`config.mk`:
```
export PLATFORM = sky130hd
export DESIGN_NAME = ams_sequencer
export DESIGN_NICKNAME = d
export VERILOG_FILES = /design/src/inc/ams_pkg.sv /design/src/design/ams_chan_pick.sv /design/src/design/ams_fall_sync.sv /design/src/design/ams_sequencer.sv
export VERILOG_INCLUDE_DIRS = /design/src /design/src/inc
export SDC_FILE = /design/constraint.sdc
export NUM_CORES = 1
export LEC_CHECK = 0
export ABC_AREA = 1
export BUFFER_PORTS_ARGS = -buffer_cell sky130_fd_sc_hd__buf_2
export CAP_MARGIN = 25
export CORE_MARGIN = 4
export CORE_UTILIZATION = 35
export CTS_CLUSTER_SIZE = 40
export DETAILED_ROUTE_END_ITERATION = 12
export PLACE_DENSITY = 0.63
export SLEW_MARGIN = 20
export SYNTH_ARGS = -nofsm -noshare
export SYNTH_HDL_FRONTEND = slang
export SYNTH_SLANG_ARGS = --single-unit
export TNS_END_PERCENT = 10
```
`constraint.sdc`:
```
create_clock -name clock_i -period 1.65 [get_ports clock_i]
set_clock_uncertainty 0.15 [all_clocks]
set_input_delay 0.0825 -clock clock_i [delete_from_list [all_inputs] [get_ports clock_i]]
set_output_delay 0.0825 -clock clock_i [all_outputs]
set_load 0.01 [all_outputs]
```
`src/inc/ams_regs.svh`:
```
// constants of the converter mode sequencer: widths, channel numbers, reset values
// assumes a single clock domain; included by the package, the sequencer and the pin synchroniser
// How it works
// - single mode converts the chosen input once, then stops
// - repeat mode converts the chosen input again and again until stopped
// - single sweep converts every selected input once, then stops
// - repeat sweep 0 restarts the sweep of the selected inputs after each pass
// - repeat sweep 1 sweeps all inputs, selected inputs first in each pass
// - simultaneous sweep samples analog_input_0 and analog_input_1 together, sweeps once
// - delayed trigger 0 starts a sweep on first_delay_timer underflow, input 0 first
// - delayed trigger 0 holds input 1 until second_delay_timer underflows, then resumes
// - delayed trigger 1 starts a sweep on a falling trigger pin edge, input 0 first
// - delayed trigger 1 holds input 1 until the next falling pin edge
// - two-channel scan splits a module into groups 0 and 1, each with its trigger
// - two-channel scan done event after group 0, group 1, or both groups
// - two-channel scan goes idle when the triggered group has been converted
// - two-channel continuous scan keeps converting after the groups complete
// - four-channel scan converts one to four module inputs in ascending order
// - each result lands in the result register of its own channel
// - four-channel scan raises the done event after the last channel, then idles
// - four-channel continuous scan raises the done event per pass and restarts
// - hardware trigger waits for first event after arming; software starts at once, except in the delayed trigger modes
`ifndef AMS_REGS_SVH
`define AMS_REGS_SVH

`define AMS_NCH        8
`define AMS_RES_W      10
`define AMS_MOD_CH     4
`define AMS_GRP_CH     2
`define AMS_CH_IN0     0
`define AMS_CH_IN1     1
`define AMS_RST_RESULT 10'h000
`define AMS_PIN_IDLE   1'b1

`endif

```
`src/inc/ams_pkg.sv`:
```
// types of the converter mode sequencer
// assumes ams_regs.svh is on the include path
`include "ams_regs.svh"

package ams_pkg;

    typedef enum logic [3:0] {
        AMS_SINGLE  = 4'h0,
        AMS_REPEAT  = 4'h1,
        AMS_SWEEP   = 4'h2,
        AMS_RSWEEP0 = 4'h3,
        AMS_RSWEEP1 = 4'h4,
        AMS_SIMUL   = 4'h5,
        AMS_DLY0    = 4'h6,
        AMS_DLY1    = 4'h7,
        AMS_SCAN2   = 4'h8,
        AMS_SCAN2C  = 4'h9,
        AMS_SCAN4   = 4'hA,
        AMS_SCAN4C  = 4'hB
    } ams_mode_t;

    typedef enum logic [1:0] {
        AMS_TRG_SW  = 2'h0,
        AMS_TRG_HW  = 2'h1,
        AMS_TRG_PIN = 2'h2
    } ams_trig_t;

    typedef enum logic [1:0] {
        AMS_IRQ_G0   = 2'h0,
        AMS_IRQ_G1   = 2'h1,
        AMS_IRQ_BOTH = 2'h2
    } ams_irqsel_t;

    // gray along idle, armed, pick, convert, hold
    typedef enum logic [2:0] {
        AMS_ST_IDLE  = 3'h0,
        AMS_ST_ARMED = 3'h1,
        AMS_ST_PICK  = 3'h3,
        AMS_ST_CONV  = 3'h2,
        AMS_ST_HOLD  = 3'h6
    } ams_state_t;

endpackage

```
`src/design/ams_chan_pick.sv`:
```
// finds the lowest set mask bit at or above a start index
// purely combinational; the caller registers the result
`timescale 1ns/100ps
`default_nettype none

module ams_chan_pick #(
    parameter int N  = 8,
    parameter int CW = 3
) (
    // request
    input  wire logic [N-1:0]  mask_i,
    input  wire logic [CW:0]   from_i,
    // answer
    output logic               found_o,
    output logic [CW-1:0]      idx_o
);

    logic [N-1:0] hit;

    for (genvar gi = 0; gi < N; gi++) begin : g_hit
        assign hit[gi] = mask_i[gi] && ((CW+1)'(gi) >= from_i);
    end

    assign found_o = |hit;

    always_comb begin
        idx_o = '0;
        for (int i = N - 1; i >= 0; i--) begin
            if (hit[i]) begin
                idx_o = CW'(i);
            end
        end
    end

endmodule
`default_nettype wire

```
`src/design/ams_fall_sync.sv`:
```
// two-flop synchroniser with falling edge detector for the trigger pin
// assumes the pin is asynchronous to clock_i and idles high
`timescale 1ns/100ps
`default_nettype none
`include "ams_regs.svh"

module ams_fall_sync (
    // clock and reset
    input  wire logic clock_i,
    input  wire logic resetn_i,
    // pin and edge
    input  wire logic pin_i,
    output logic      fall_o
);

    logic meta_r;
    logic sync_r;
    logic last_r;

    // only sync_r reads meta_r
    always_ff @(posedge clock_i or negedge resetn_i) begin
        if (!resetn_i) begin
            meta_r <= `AMS_PIN_IDLE;
            sync_r <= `AMS_PIN_IDLE;
            last_r <= `AMS_PIN_IDLE;
        end else begin
            meta_r <= pin_i;
            sync_r <= meta_r;
            last_r <= sync_r;
        end
    end

    assign fall_o = last_r & ~sync_r;

endmodule
`default_nettype wire

```
`src/design/ams_sequencer.sv`:
```
// converter mode sequencer: channel order, triggers, repeats, results, done event
// assumes the front end answers each conv_start_o with one conv_done_i pulse
`timescale 1ns/100ps
`default_nettype none
`include "ams_regs.svh"

module ams_sequencer #(
    parameter int NCH = `AMS_NCH,
    parameter int RW  = `AMS_RES_W,
    parameter int CW  = $clog2(NCH)
) (
    // clock and reset
    input  wire logic                   clock_i,
    input  wire logic                   resetn_i,
    // configuration, taken at start
    input  wire ams_pkg::ams_mode_t     mode_i,
    input  wire logic [CW-1:0]          chan_i,
    input  wire logic [NCH-1:0]         chan_sel_i,
    input  wire logic                   module_i,
    input  wire ams_pkg::ams_trig_t     trig_src_i,
    input  wire ams_pkg::ams_trig_t     grp1_trig_src_i,
    input  wire ams_pkg::ams_irqsel_t   irq_sel_i,
    // control
    input  wire logic                   start_i,
    input  wire logic                   stop_i,
    // trigger sources
    input  wire logic                   hw_trig_i,
    input  wire logic                   grp1_hw_trig_i,
    input  wire logic                   first_delay_timer_uf_i,
    input  wire logic                   second_delay_timer_uf_i,
    input  wire logic                   ext_conv_trigger_pin_i,
    // analog front end
    output logic                        conv_start_o,
    output logic [CW-1:0]               conv_chan_o,
    output logic                        simul_sample_o,
    input  wire logic                   conv_done_i,
    input  wire logic [RW-1:0]          conv_data_i,
    // results and status
    output logic [NCH*RW-1:0]           result_o,
    output logic [NCH-1:0]              result_upd_o,
    output logic                        busy_o,
    output logic                        conversion_done_irq_o
);
    import ams_pkg::*;

    ams_state_t   state_r, state_nxt;
    ams_mode_t    mode_r;
    ams_trig_t    trig0_r, trig1_r;
    ams_irqsel_t  irqsel_r;
    logic [NCH-1:0] mask_r, mask_in, act_mask;
    logic           module_r, phase_r;
    logic [CW:0]    from_r;
    logic [CW-1:0]  cur_r, pick_idx, mod_base, mod_base_in, grp_base;
    logic [1:0]     pend_r, gdone_r;
    logic [RW-1:0]  result_r [NCH];
    logic [NCH-1:0] result_upd_r;
    logic           conv_start_r, simul_r, irq_r, busy_r;
    logic           pin_fall, found, hw0_evt, hw1_evt, go0, arm_evt, hold_evt;
    logic           is_dly, is_scan2, is_dly_in, is_scan2_in, keep_on, pass_end, conv_fin;
    logic           start_ok, irq_evt, both_done;

    function automatic logic trig_evt(ams_trig_t s, logic hw, logic pin);
        return (s == AMS_TRG_HW) ? hw : ((s == AMS_TRG_PIN) ? pin : 1'b0);
    endfunction

    ams_fall_sync u_pin (
        .clock_i  (clock_i),
        .resetn_i (resetn_i),
        .pin_i    (ext_conv_trigger_pin_i),
        .fall_o   (pin_fall)
    );

    ams_chan_pick #(.N(NCH), .CW(CW)) u_pick (
        .mask_i  (act_mask),
        .from_i  (from_r),
        .found_o (found),
        .idx_o   (pick_idx)
    );

    // mode decode
    assign is_dly      = (mode_r == AMS_DLY0) || (mode_r == AMS_DLY1);
    assign is_scan2    = (mode_r == AMS_SCAN2) || (mode_r == AMS_SCAN2C);
    assign is_dly_in   = (mode_i == AMS_DLY0) || (mode_i == AMS_DLY1);
    assign is_scan2_in = (mode_i == AMS_SCAN2) || (mode_i == AMS_SCAN2C);
    assign keep_on     = mode_r inside {AMS_REPEAT, AMS_RSWEEP0, AMS_RSWEEP1,
                                        AMS_SCAN2C, AMS_SCAN4C};
    assign mod_base    = module_r ? CW'(`AMS_MOD_CH) : '0;
    assign mod_base_in = module_i ? CW'(`AMS_MOD_CH) : '0;
    assign grp_base    = mod_base + (phase_r ? CW'(`AMS_GRP_CH) : '0);

    // channel mask captured at start
    always_comb begin
        unique case (mode_i)
            AMS_SINGLE, AMS_REPEAT:
                mask_in = NCH'(1) << chan_i;
            AMS_SIMUL, AMS_DLY0, AMS_DLY1:
                mask_in = chan_sel_i | NCH'(2'h3);
            AMS_SCAN2, AMS_SCAN2C, AMS_SCAN4, AMS_SCAN4C:
                mask_in = chan_sel_i & (NCH'(4'hF) << mod_base_in);
            default:
                mask_in = chan_sel_i;
        endcase
    end

    // pass mask: sweep 1 runs selected then the rest, scan2 one group per phase
    always_comb begin
        if (mode_r == AMS_RSWEEP1) begin
            act_mask = phase_r ? ~mask_r : mask_r;
        end else if (is_scan2) begin
            act_mask = mask_r & (NCH'(2'h3) << grp_base);
        end else begin
            act_mask = mask_r;
        end
    end

    assign hw0_evt  = trig_evt(trig0_r, hw_trig_i, pin_fall);
    assign hw1_evt  = trig_evt(trig1_r, grp1_hw_trig_i, pin_fall);
    assign go0      = pend_r[0] | hw0_evt;
    assign hold_evt = (mode_r == AMS_DLY0) ? second_delay_timer_uf_i : pin_fall;
    assign start_ok = start_i && !stop_i && (state_r == AMS_ST_IDLE);
    assign pass_end = (state_r == AMS_ST_PICK) && !found;
    assign conv_fin = (state_r == AMS_ST_CONV) && conv_done_i;

    always_comb begin
        unique case (mode_r)
            AMS_DLY0:              arm_evt = first_delay_timer_uf_i;
            AMS_DLY1:              arm_evt = pin_fall;
            AMS_SCAN2, AMS_SCAN2C: arm_evt = go0 | pend_r[1] | hw1_evt;
            default:               arm_evt = hw0_evt;
        endcase
    end

    // done event selection
    assign both_done = (gdone_r | (2'h1 << phase_r)) == 2'h3;
    always_comb begin
        if (!pass_end) begin
            irq_evt = 1'b0;
        end else if (is_scan2) begin
            unique case (irqsel_r)
                AMS_IRQ_G0: irq_evt = !phase_r;
                AMS_IRQ_G1: irq_evt = phase_r;
                default:    irq_evt = both_done;
            endcase
        end else if (mode_r == AMS_RSWEEP1) begin
            irq_evt = phase_r;
        end else begin
            irq_evt = 1'b1;
        end
    end

    always_comb begin
        state_nxt = state_r;
        unique case (state_r)
            AMS_ST_IDLE: begin
                if (start_ok) begin
                    // hardware sources wait for their first event
                    if (is_dly_in || is_scan2_in || trig_src_i != AMS_TRG_SW) begin
                        state_nxt = AMS_ST_ARMED;
                    end else begin
                        state_nxt = AMS_ST_PICK;
                    end
                end
            end
            AMS_ST_ARMED: begin
                if (arm_evt) begin
                    state_nxt = AMS_ST_PICK;
                end
            end
            AMS_ST_PICK: begin
                if (found) begin
                    state_nxt = AMS_ST_CONV;
                end else if (keep_on) begin
                    state_nxt = AMS_ST_PICK;
                end else if (is_scan2) begin
                    state_nxt = AMS_ST_ARMED;
                end else begin
                    state_nxt = AMS_ST_IDLE;
                end
            end
            AMS_ST_CONV: begin
                if (conv_done_i) begin
                    if (is_dly && cur_r == CW'(`AMS_CH_IN0)) begin
                        state_nxt = AMS_ST_HOLD;
                    end else begin
                        state_nxt = AMS_ST_PICK;
                    end
                end
            end
            AMS_ST_HOLD: begin
                if (hold_evt) begin
                    state_nxt = AMS_ST_PICK;
                end
            end
            default: state_nxt = AMS_ST_IDLE;
        endcase
        if (stop_i) begin
            state_nxt = AMS_ST_IDLE;
        end
    end

    always_ff @(posedge clock_i or negedge resetn_i) begin
        if (!resetn_i) begin
            state_r <= AMS_ST_IDLE;
            busy_r  <= 1'b0;
        end else begin
            state_r <= state_nxt;
            busy_r  <= state_nxt inside {AMS_ST_PICK, AMS_ST_CONV, AMS_ST_HOLD};
        end
    end

    // configuration snapshot; a mid-sequence change of the inputs has no effect
    always_ff @(posedge clock_i or negedge resetn_i) begin
        if (!resetn_i) begin
            mode_r   <= AMS_SINGLE;
            mask_r   <= '0;
            module_r <= 1'b0;
            trig0_r  <= AMS_TRG_SW;
            trig1_r  <= AMS_TRG_SW;
            irqsel_r <= AMS_IRQ_G0;
        end else if (start_ok) begin
            mode_r   <= mode_i;
            mask_r   <= mask_in;
            module_r <= module_i;
            trig0_r  <= trig_src_i;
            trig1_r  <= grp1_trig_src_i;
            irqsel_r <= irq_sel_i;
        end
    end

    // pass position
    always_ff @(posedge clock_i or negedge resetn_i) begin
        if (!resetn_i) begin
            from_r  <= '0;
            cur_r   <= '0;
            phase_r <= 1'b0;
        end else if (start_ok) begin
            from_r  <= '0;
            phase_r <= 1'b0;
        end else if (state_r == AMS_ST_ARMED && arm_evt) begin
            from_r  <= '0;
            phase_r <= is_scan2 && !go0;
        end else if (pass_end) begin
            from_r  <= '0;
            if (mode_r == AMS_RSWEEP1 || mode_r == AMS_SCAN2C) begin
                phase_r <= !phase_r;
            end
        end else if (state_r == AMS_ST_PICK) begin
            cur_r <= pick_idx;
        end else if (conv_fin) begin
            from_r <= (CW+1)'(cur_r) + (CW+1)'(1);
        end
    end

    // group triggers are kept while the other group runs; a set beats the clear
    always_ff @(posedge clock_i or negedge resetn_i) begin
        if (!resetn_i) begin
            pend_r <= '0;
        end else if (stop_i) begin
            pend_r <= '0;
        end else if (start_ok) begin
            pend_r <= {grp1_trig_src_i == AMS_TRG_SW, trig_src_i == AMS_TRG_SW};
        end else if (is_scan2 && state_r != AMS_ST_IDLE) begin
            if (state_r == AMS_ST_ARMED && arm_evt) begin
                pend_r[0] <= go0 ? hw0_evt & pend_r[0] : pend_r[0] | hw0_evt;
                pend_r[1] <= go0 ? pend_r[1] | hw1_evt : hw1_evt & pend_r[1];
            end else begin
                pend_r <= pend_r | {hw1_evt, hw0_evt};
            end
        end
    end

    always_ff @(posedge clock_i or negedge resetn_i) begin
        if (!resetn_i) begin
            gdone_r <= '0;
        end else if (start_ok) begin
            gdone_r <= '0;
        end else if (pass_end && is_scan2) begin
            gdone_r <= both_done ? 2'h0 : (gdone_r | (2'h1 << phase_r));
        end
    end

    // front end strobes
    always_ff @(posedge clock_i or negedge resetn_i) begin
        if (!resetn_i) begin
            conv_start_r <= 1'b0;
            simul_r      <= 1'b0;
            irq_r        <= 1'b0;
        end else begin
            conv_start_r <= (state_r == AMS_ST_PICK) && found && !stop_i;
            simul_r      <= (state_r == AMS_ST_PICK) && found && !stop_i &&
                            mode_r == AMS_SIMUL && pick_idx == CW'(`AMS_CH_IN0);
            irq_r        <= irq_evt && !stop_i;
        end
    end

    // results: one register per channel
    for (genvar gi = 0; gi < NCH; gi++) begin : g_res
        always_ff @(posedge clock_i or negedge resetn_i) begin
            if (!resetn_i) begin
                result_r[gi]     <= `AMS_RST_RESULT;
                result_upd_r[gi] <= 1'b0;
            end else begin
                result_upd_r[gi] <= conv_fin && cur_r == CW'(gi);
                if (conv_fin && cur_r == CW'(gi)) begin
                    result_r[gi] <= conv_data_i;
                end
            end
        end
        assign result_o[gi*RW +: RW] = result_r[gi];
    end

    assign conv_start_o          = conv_start_r;
    assign conv_chan_o           = cur_r;
    assign simul_sample_o        = simul_r;
    assign result_upd_o          = result_upd_r;
    assign busy_o                = busy_r;
    assign conversion_done_irq_o = irq_r;
endmodule
`default_nettype wire

```
==> results.toml, run 1 <==
[timing]
finalHoldViolCount = 0
worst_slew_pin_slew_ns = 0.4974
hold_ws_ns = 0.01748
rsz0062_at_grt = "yes"
slew_violations = 0
clock.fmax_ghz = 0.5188
slew_headroom = 0.6649
final.min_clock_period_ns = 1.927
finalSetupViolations = 21
period_share = 1.168
setup_slack_ns = -0.2774

[synth]
yosysWarnings = 0
synthesis.instances = 663
synth_nets = 711
syn-cell-area_um2 = 5728
avgSynthCellArea_um2 = 8.640
synthAdderAreaFrac = 0.01311
synth_top_family_by_area = "simple AND/OR/NAND/NOR gates"
muxShareOfSynthArea = 0
synth-compound-area-share = 0.1267
synth-simple-area-share = 0.2326
synth.distinct_cells = 35
yosysSeqAreaShare = 0.5642
yosys.area_share.xor_xnor = 0
ys_ff_latch = 129

[floorplanning]
dieArea_um2 = 18480
initial_core_util = 0.3593
die-height_um = 135.9
die_w_um = 135.9
placement_rows = 46
ioPinCount = 137
coreArea_um2 = 15940

[setup_path]
path_class = "flip-flop to flip-flop"
crit_path_max_fanout = 5
slowest_stage = "dfrtp_2"
required_ns = 1.81
setup.worst_path.start_class = "flip-flop"
crit_top_cell = "nand2_2"
endpoint_kind = "flip-flop"
slowest_delay_ns = 0.45
crit_chain = "nor2_4 -> nand3_4 -> nand2_2 -> nand2_2 -> nand2_2 -> nand2_2 -> nor2_4 -> nand3_4 -> nand2_4 -> nor2_4 -> nand2_1 -> nand2_1"
worstPathArrival_ns = 2.09

[drt]
drc = 0
post_drt_wl_per_cell_um = 14.79
dr.pass1.iters = 5
num_vias = 5316
highest_layer = "met4"
wl_met2_um = 8195
wl_um = 16680
viasPerCell = 4.713
wl_met3_um = 646
wl_met1_um = 7460
drtIter0Drc = 267
ant_nets = 0

[cells_and_area]
regArea_um2 = 3234
drive_above_1_share = 0.3454
nets = 947
postLayoutCellArea_um2 = 8381
diodes = 0
fillerInstances = 1470
syn2layout_area_growth_pct = 46.31
stdcell_count = 1128
multi_input_area_um2 = 2344

[pwr]
finalPower_mw = 13.64
ir_drop_v = 0.0008344
power.density_nw_per_um2 = 1628
p_leak_nw = 4.488

[run]
drv_cap = 0

[run_status]
violations = "setup timing"
outcome = "finished, violations left"

[clocking]
cts_tree = "yes"
htree_levels = 4
numCtsBuffers = 17
clk_pin_slew_ns = 0.06
cts_root_buffer = "clkbuf_16"
clockBufferDepth = 2
insertion_delay_ns = 0.42
cts.sinks = 129

[placement]
dp_hpwl_um = 11660
io_buffers = 136
gp_congestion = 0.8314
place_area_um2 = 7131
place_inst = 1055

[global_route]
grt_pass1_vias = 5113
grt_pass1_wl_um = 26490
groute.usage.overall = 0.1832
gr-total-overflow = 0
antenna_found_initial = 0
grt_max_degree = 46

[worst_hold_path]
hp-class = "input port to flip-flop"
## cell families after synthesis
kind of cell | count (synthesis)
fa+ha+maj | 6
flops | 129
simple gates | 296
compound gates | 137
buf+inv | 95
## Yosys cell counts
| cell | instances | area [um^2] |
|---|---|---|
| nor2_2 | 1 | 6.260 |
| ha_1 | 6 | 75.07 |
| nor4_1 | 1 | 6.260 |
| nand3_2 | 2 | 20.02 |
| inv_1 | 66 | 247.7 |
| a311oi_1 | 1 | 8.760 |
| buf_4 | 1 | 7.510 |
| a211oi_1 | 1 | 7.510 |
| nor2_4 | 5 | 56.30 |
| buf_2 | 2 | 10.01 |
| nand2_2 | 9 | 56.30 |
| inv_2 | 7 | 26.28 |
| nor2_8 | 1 | 20.02 |
| a21boi_0 | 1 | 7.510 |
| nand2_1 | 190 | 713.2 |
| nand3b_1 | 2 | 15.01 |
| nand4_1 | 9 | 56.30 |
| o21a_1 | 1 | 7.510 |
| nand3_4 | 2 | 35.03 |
| dfrtp_1 | 126 | 3153 |
| nor2_1 | 35 | 131.4 |
| a31oi_1 | 4 | 25.02 |
| o21ai_0 | 103 | 515.5 |
| o21ai_1 | 2 | 10.01 |
| or2_2 | 2 | 12.51 |
| o2111ai_1 | 1 | 8.760 |
| dfstp_2 | 3 | 78.83 |
| a21oi_1 | 16 | 80.08 |
| nand2_4 | 3 | 33.78 |
| nor3_1 | 9 | 45.04 |
| a22oi_1 | 4 | 30.03 |
| nand3_1 | 25 | 125.1 |
| a41oi_1 | 2 | 17.52 |
| o21bai_1 | 1 | 7.510 |
| clkbuf_1 | 19 | 71.32 |
## stage by stage
step / setup WS, ns / utilization / setup TNS (ns)
floorplan: -0.1336 / - / -1.648
global placement: -0.2831 / 0.4473 / -9.866
detailed placement: -0.2836 / 0.4473 / -11.20
CTS: -0.2236 / 0.5180 / -4.347
global route: -0.3867 / 0.5257 / -9.423
finish: -0.2774 / 0.5257 / -3.951
## critical path: cells and delay by family, from the launching register on
family	cells	cell delay (ns)
DFF	1	0.45
and+or+nand+nor	12	1.21
## worst paths after layout
kind,slack (ns),end,cells past startpoint,start
worst max-delay path,-0.28,from_r[2],12,mode_r[3]
worst min-delay path,0.02,result_o[13],3,conv_data_i[3]
worst max register to register,-0.28,from_r[2],12,mode_r[3]
worst min register to register,0.20,u_pin.sync_r,0,u_pin.meta_r
max in group asynchronous,0.69,result_upd_o[3],3,resetn_i
min in group asynchronous,0.06,result_upd_o[0],2,resetn_i
## layout by cell type, fill, tap and decap left out, types with 8 or more instances in the layout
cell and instances:
inv_2 8, o21ai_0 99, nand3_2 11, nand4_1 9
buf_2 135, nand2_1 171, dlygate4sd3_1 37, nand3_1 16
nor2_4 10, inv_1 62, a21oi_1 15, buf_4 57
clkbuf_16 17, dfrtp_1 124, nor2_1 28, nand2_2 24
## layer usage
metal  GRT usage  vias to the layer above
li1            -                     2627
met1      0.2416                     2547
met2      0.2959                      116
met3     0.03812                       26
met4     0.07391                        0
met5           0                        -
## sequential cells by signal, summed over array words and instances, names as in the netlist, 2 cells and up
signal / count
state_r: 3
from_r: 4
gdone_r: 2
trig0_r: 2
conv_chan_o: 3
trig1_r: 2
irqsel_r: 2
mode_r: 4
mask_r: 8
result_upd_o: 8
pend_r: 2
result_o: 80
## cell type report
class,count,share of cell area
clock inverters,14,0.02269
flip-flops and latches,129,0.3859
multi-input cells,440,0.2796
repair buffers,238,0.1932
inverters,73,0.03389
well taps,216,0.03225
clock buffers,18,0.05240
## power by group
part	total, mW	switching [mW]	internal (mW)
sequential	4.69	0.619	4.07
combinational	4.93	2.84	2.09
clock	4.02	1.55	2.47
total	13.6	5.01	8.63
## timing repair
action                     4_1_cts  5_1_grt
hold buffers                    37        0
setup buffers                    2        1
pin swaps                        3        8
gates resized for setup         30       37
hold endpoints to repair       214        0
cloned                           1        0
setup endpoints to repair      111      116
No activity file was read; power rests on OpenSTA's default activity.
==> run 2: changes to the inputs <==
--- a/config.mk
+++ b/config.mk
@@ -13,7 +13,7 @@
 export CORE_UTILIZATION = 35
 export CTS_CLUSTER_SIZE = 40
 export DETAILED_ROUTE_END_ITERATION = 12
-export PLACE_DENSITY = 0.63
+export PLACE_DENSITY = 0.61
 export SLEW_MARGIN = 20
 export SYNTH_ARGS = -nofsm -noshare
 export SYNTH_HDL_FRONTEND = slang
==> constraint.sdc (replaced) <==
create_clock -name clock_i -period 2.35 [get_ports clock_i]
set_clock_uncertainty 0.15 [all_clocks]
set_input_delay 0.1175 -clock clock_i [delete_from_list [all_inputs] [get_ports clock_i]]
set_output_delay 0.1175 -clock clock_i [all_outputs]
set_load 0.01 [all_outputs]
==> results.toml, run 2 (synthesized netlist as in run 1, its figures left out) <==
[setup_path]
slowest_delay_ns = 0.57
setup.worst_path.start_class = "input port"
crit_path_max_fanout = 5
required_ns = 2.55
critical_path_buf_inv_count = 5
cp_top_family = "buffers and inverters"
slowest_stage = "dlygate4sd3_1"
endpoint_kind = "flip-flop"
crit_top_cell = "dlygate4sd3_1"
worstPathArrival_ns = 2.48
crit_chain = "dlygate4sd3_1 -> buf_2 -> nor2_1 -> nand2_2 -> inv_2 -> nand4_1 -> dlygate4sd3_1 -> a22oi_1 -> dlygate4sd3_1"
path_class = "input port to flip-flop"

[timing]
slew_violations = 0
slew_headroom = 0.6091
setup_slack_ns = 0.06508
worst_slew_pin_slew_ns = 0.5849
rsz0062_at_grt = "yes"
finalHoldViolCount = 1
clock.fmax_ghz = 0.4377
hold_ws_ns = -0.001990
period_share = 0.9723
finalSetupViolations = 0
final.min_clock_period_ns = 2.285

[clocking]
clockBufferDepth = 2
cts.sinks = 129
htree_levels = 4
numCtsBuffers = 17
cts_setup_buffers = 0
cts_tree = "yes"
clk_pin_slew_ns = 0.06
insertion_delay_ns = 0.42
cts_root_buffer = "clkbuf_16"

[pwr]
switching_share = 0.3655
p_leak_nw = 4.139
seqPwrFrac = 0.379
internal_power_mw = 5.541
power_frac_comb = 0.315
ir_drop_v = 0.0005800
finalPower_mw = 8.733
net-switching-power_mw = 3.192
power.density_nw_per_um2 = 1143
pwr-share-clk = 0.306

[cells_and_area]
final_cell_mix = "nand2_1, buf_2, dfrtp_1, o21ai_0, inv_1"
syn2layout_area_growth_pct = 33.40
nets = 889
largest_reg_flops = 80
postLayoutCellArea_um2 = 7641
drive_above_1_share = 0.2518
diodes = 0
utilization = 0.4793
final_common_cell = "nand2_1"

[drt]
post_drt_wl_per_cell_um = 14.52
num_vias = 4977
drc = 0
ant_nets = 0
viasPerCell = 4.651
wl_um = 15540
dr.pass1.iters = 4
drtIter0Drc = 233

[placement]
io_buffers = 136
gp_congestion = 0.8200
place_area_um2 = 6684
dp_hpwl_um = 11110
place_ws_ns = 0.2288

[worst_hold_path]
hp-class = "input port to flip-flop"

[global_route]
groute.usage.overall = 0.1733
antenna_found_initial = 0
gr-total-overflow = 0
grt_pass1_vias = 4780
grt_pass1_wl_um = 24960
grt_max_degree = 59

[floorplanning]
dieArea_um2 = 18480
initial_core_util = 0.3593
die-height_um = 135.9
coreArea_um2 = 15940
die_w_um = 135.9
ioPinCount = 137
placement_rows = 46

[run_status]
violations = "hold timing"
outcome = "finished, violations left"

[run]
drv_cap = 0
run 2: final timing paths:
kind                                 from           end  slack (ns)  cells after the start
max                             mode_i[1]     mask_r[3]        0.07                      9
max reg2reg                    state_r[2]     mask_r[4]        0.13                      8
min in group asynchronous        resetn_i    trig1_r[1]        0.09                      2
min reg2reg                  u_pin.meta_r  u_pin.sync_r        0.21                      0
max in group asynchronous        resetn_i  result_o[25]        1.29                      3
min                        conv_data_i[4]  result_o[44]      -0.002                      3
run 2: what timing repair did:
| item | 4_1_cts | 5_1_grt |
|---|---|---|
| hold buffers | 35 | 1 |
| hold endpoints to repair | 148 | 1 |
| gates resized for setup | 0 | 3 |
| endpoints found under the setup margin | 0 | 15 |
run 2: stage by stage:
stage	std cells	TNS (ns)
2_1_floorplan	663	0
3_3_place_gp	1003	0
3_5_place_dp	1003	0
4_1_cts	1070	0
5_1_grt	1070	-0.1617
6_report	1070	0
run 2: final cells by class:
| class | count | area [um^2] |
|---|---|---|
| clock inverter | 13 | 147.6 |
| clock buffer | 19 | 452.9 |
| inverter | 73 | 274.0 |
| multi-input combinational | 439 | 2136 |
| timing repair buffer | 181 | 1129 |
| fill | 1573 | 8302 |
| sequential | 129 | 3232 |
| tap | 216 | 270.3 |
run 2: worst min-delay path: stages:
cell     delay, ns
buf_2         0.07
inv_1         0.15
o21ai_0       0.19
run 2: routing by layer:
| metal | track usage | up-vias | share of wire |
|---|---|---|---|
| li1 | - | 2502 | - |
| met1 | 0.2362 | 2335 | 0.46 |
| met5 | 0 | - | 0 |
| met3 | 0.04330 | 24 | 0.041 |
| met4 | 0.06551 | 0 | 0.022 |
| met2 | 0.2674 | 116 | 0.48 |
run 2: power groups by stage:
stage               combinational, mW  clock (mW)  sequential [mW]
floorplan                        1.53           0             3.47
global placement                 2.66           0             3.34
detailed placement               2.70           0             3.33
CTS                              2.79        2.73             3.31
global route                     3.12        2.82             3.39
finish                           2.75        2.67             3.31
==> run 3: changes to the inputs <==
--- a/config.mk
+++ b/config.mk
@@ -17,5 +17,6 @@
 export SLEW_MARGIN = 20
 export SYNTH_ARGS = -nofsm -noshare
 export SYNTH_HDL_FRONTEND = slang
+export SYNTH_HIERARCHICAL = 1
 export SYNTH_SLANG_ARGS = --single-unit
 export TNS_END_PERCENT = 10
==> results.toml, run 3 <==
[clocking]
insertion_delay_ns = 0.42
cts_root_buffer = "clkbuf_16"
clockBufferDepth = 2
htree_levels = 4
clk_pin_slew_ns = 0.06
cts_tree = "yes"
cts.sinks = 129
numCtsBuffers = 17

[setup_path]
reg2reg_from = "mode_r[3]"
endpoint_kind = "flip-flop"
r2r_setup_slack_ns = 0.04
setup.worst_path.start_class = "flip-flop"
critical_path_buf_inv_count = 2
r2r-end = "from_r[2]"
path_class = "flip-flop to flip-flop"
slowest_stage = "dfrtp_1"
worstPathArrival_ns = 2.46
slowest_delay_ns = 0.38
cp_top_family = "simple AND/OR/NAND/NOR gates"
required_ns = 2.50
rr_worst_depth = 17
crit_path_max_fanout = 5
crit_chain = "inv_2 -> nand2_4 -> nor3_4 -> nand2_2 -> nand2_2 -> o21ai_1 -> nand2_1 -> o21ai_1 -> nand3_2 -> nand2_2 -> nor2_4 -> nand2_4 -> nor2_4 -> buf_6 -> nor2_4 -> nand3_1 -> nand2_1"

[synth]
synth_most_common_cell = "nand2_1"
yosysWarnings = 6
synth_ff_type = "dfrtp_1"
synthTopCellsByCount = "nand2_1, dfrtp_1, o21ai_0"
synth_nets = 688
syn-cell-area_um2 = 5604
async_flop_share = 1.000
netlist.area_leader.share = 0.5626
synth_edf_count = 0
avgSynthCellArea_um2 = 8.756
synth.distinct_cells = 34
synth_top_area_cell = "dfrtp_1"
synthTopCellsByArea = "dfrtp_1, nand2_1, o21ai_0"
ys_ff_latch = 129
yosysSeqAreaShare = 0.5767
synthesis.instances = 640

[global_route]
grt_pass1_vias = 4802
grt_pass1_wl_um = 24980
groute.usage.overall = 0.1753
antenna_found_initial = 0
gr-total-overflow = 0
grt_max_degree = 52

[placement]
gp_congestion = 0.7948
dp_hpwl_um = 10860
io_buffers = 136

[drt]
ant_nets = 0
viasPerCell = 4.764
drtIter0Drc = 289
post_drt_wl_per_cell_um = 14.91
wl_um = 15940
dr.pass1.iters = 5
drc = 0
num_vias = 5093

[cells_and_area]
diodes = 0
utilization = 0.5101
drive_above_1_share = 0.3054
nets = 894
final_common_cell = "nand2_1"
syn2layout_area_growth_pct = 40.43
final_cell_mix = "nand2_1, buf_2, dfrtp_1, o21ai_0, inv_1"
largest_reg_flops = 80

[timing]
period_share = 0.9843
clock.fmax_ghz = 0.4323
finalHoldViolCount = 0
rsz0062_at_grt = "yes"
final.min_clock_period_ns = 2.313
final.setup.tns_ns = 0
slew_headroom = 0.6605
finalSetupViolations = 0
slew_violations = 0
worst_slew_pin_slew_ns = 0.5086

[floorplanning]
die_w_um = 134.5
dieArea_um2 = 18100
placement_rows = 45
die-height_um = 134.5
ioPinCount = 137
initial_core_util = 0.3633
coreArea_um2 = 15430

[run]
drv_cap = 0

[worst_hold_path]
min_delay_path_depth = 3
hp-start = "conv_data_i[8]"
hp-class = "input port to flip-flop"
hold_end = "result_o[68]"

[pwr]
power.density_nw_per_um2 = 940.9
internal_power_mw = 4.912
pwr-share-clk = 0.341
power_frac_comb = 0.271
seqPwrFrac = 0.388
ir_drop_v = 0.0005046
net-switching-power_mw = 2.494
switching_share = 0.3367
p_leak_nw = 4.236

[run_status]
outcome = "completed"
run 3: cell types whose count changed after synthesis, sizes merged, moves of 2 or more:
| cell | previous run | this run |
|---|---|---|
| a21oi | 16 | 18 |
| a22o | 0 | 2 |
| a22oi | 4 | 0 |
| buf | 3 | 11 |
| clkbuf | 19 | 11 |
| inv | 73 | 71 |
| mux2i | 0 | 3 |
| nand2 | 202 | 178 |
| nand3b | 2 | 0 |
| nor2 | 42 | 40 |
| o21ai | 105 | 111 |
run 3: kinds of logic after synthesis:
group / after synthesis / share of synthesized area
flip-flops: 129 / 0.5767
adder cells (fa/ha/maj): 6 / 0.01340
buffers and inverters: 93 / 0.06609
AO/OA/AOI/OAI: 142 / 0.1344
multiplexers: 3 / 0.005359
AND/OR/NAND/NOR: 266 / 0.2025
XOR/XNOR: 1 / 0.001563
run 3: tightest hold or removal path, stage by stage:
cell	delay [ns]
buf_2	0.07
inv_1	0.15
o21ai_0	0.19
run 3: metrics by stage:
stage          setup WS (ns)  cells  hold WS (ns)  power [mW]  cell area, um^2
3_3_place_gp       -0.009969    991      -0.02520       4.539             6678
6_report             0.03681   1069      0.006973       7.405             7870
5_1_grt              -0.1049   1069       0.02623       7.856             7870
3_5_place_dp        -0.07916    991      -0.03095       4.571             6678
2_1_floorplan       -0.02321    640       -0.3281       3.825             5614
4_1_cts             0.001990   1057      0.005266       7.221             7607
run 3: how the worst max path moves through the flow:
stage,startpoint,endpoint,slack (ns),depth (start not counted)
CTS,mode_r[3],from_r[3],0.002,18
detailed placement,mode_r[3],phase_r,-0.08,17
global placement,mode_r[3],phase_r,-0.01,17
global route,mode_r[3],state_r[1],-0.10,16
finish,mode_r[3],from_r[2],0.04,17
floorplan,mode_r[3],from_r[3],-0.02,16
run 3: layer usage:
layer  wire length, um  global-route usage  up-vias  part of all wire
met3              1124             0.04806       11             0.071
met4               118             0.04412        0            0.0074
met2              7451              0.2841      181              0.47
li1                  -                   -     2503                 -
met5                 0                   0        -                 0
met1              7245              0.2345     2398              0.45
run 3: power groups by stage:
stage	clock [mW]	combinational [mW]	sequential, mW
final	2.52	2.01	2.87
after global routing	2.68	2.26	2.92
after CTS	2.58	1.79	2.85
after detailed placement	0	1.68	2.89
after global placement	0	1.65	2.88
after floorplan	0	0.894	2.93
run 3: cell type report:
| cell class | count | area [um^2] |
|---|---|---|
| clock inverter | 14 | 133.9 |
| multi-input combinational | 418 | 2165 |
| timing repair buffer | 209 | 1380 |
| tap | 211 | 264.0 |
| clock buffer | 17 | 425.4 |
| fill | 1473 | 7557 |
| sequential | 129 | 3233 |
| inverter | 71 | 269.0 |
run 3: what timing repair did:
| item | in CTS | in global routing |
|---|---|---|
| gates resized for setup | 6 | 51 |
| endpoints found under the setup margin | 6 | 20 |
| hold endpoints to repair | 161 | 0 |
| gates cloned | 0 | 1 |
| pin swaps | 0 | 19 |
| hold buffers | 35 | 0 |
| buffers inserted | 0 | 11 |
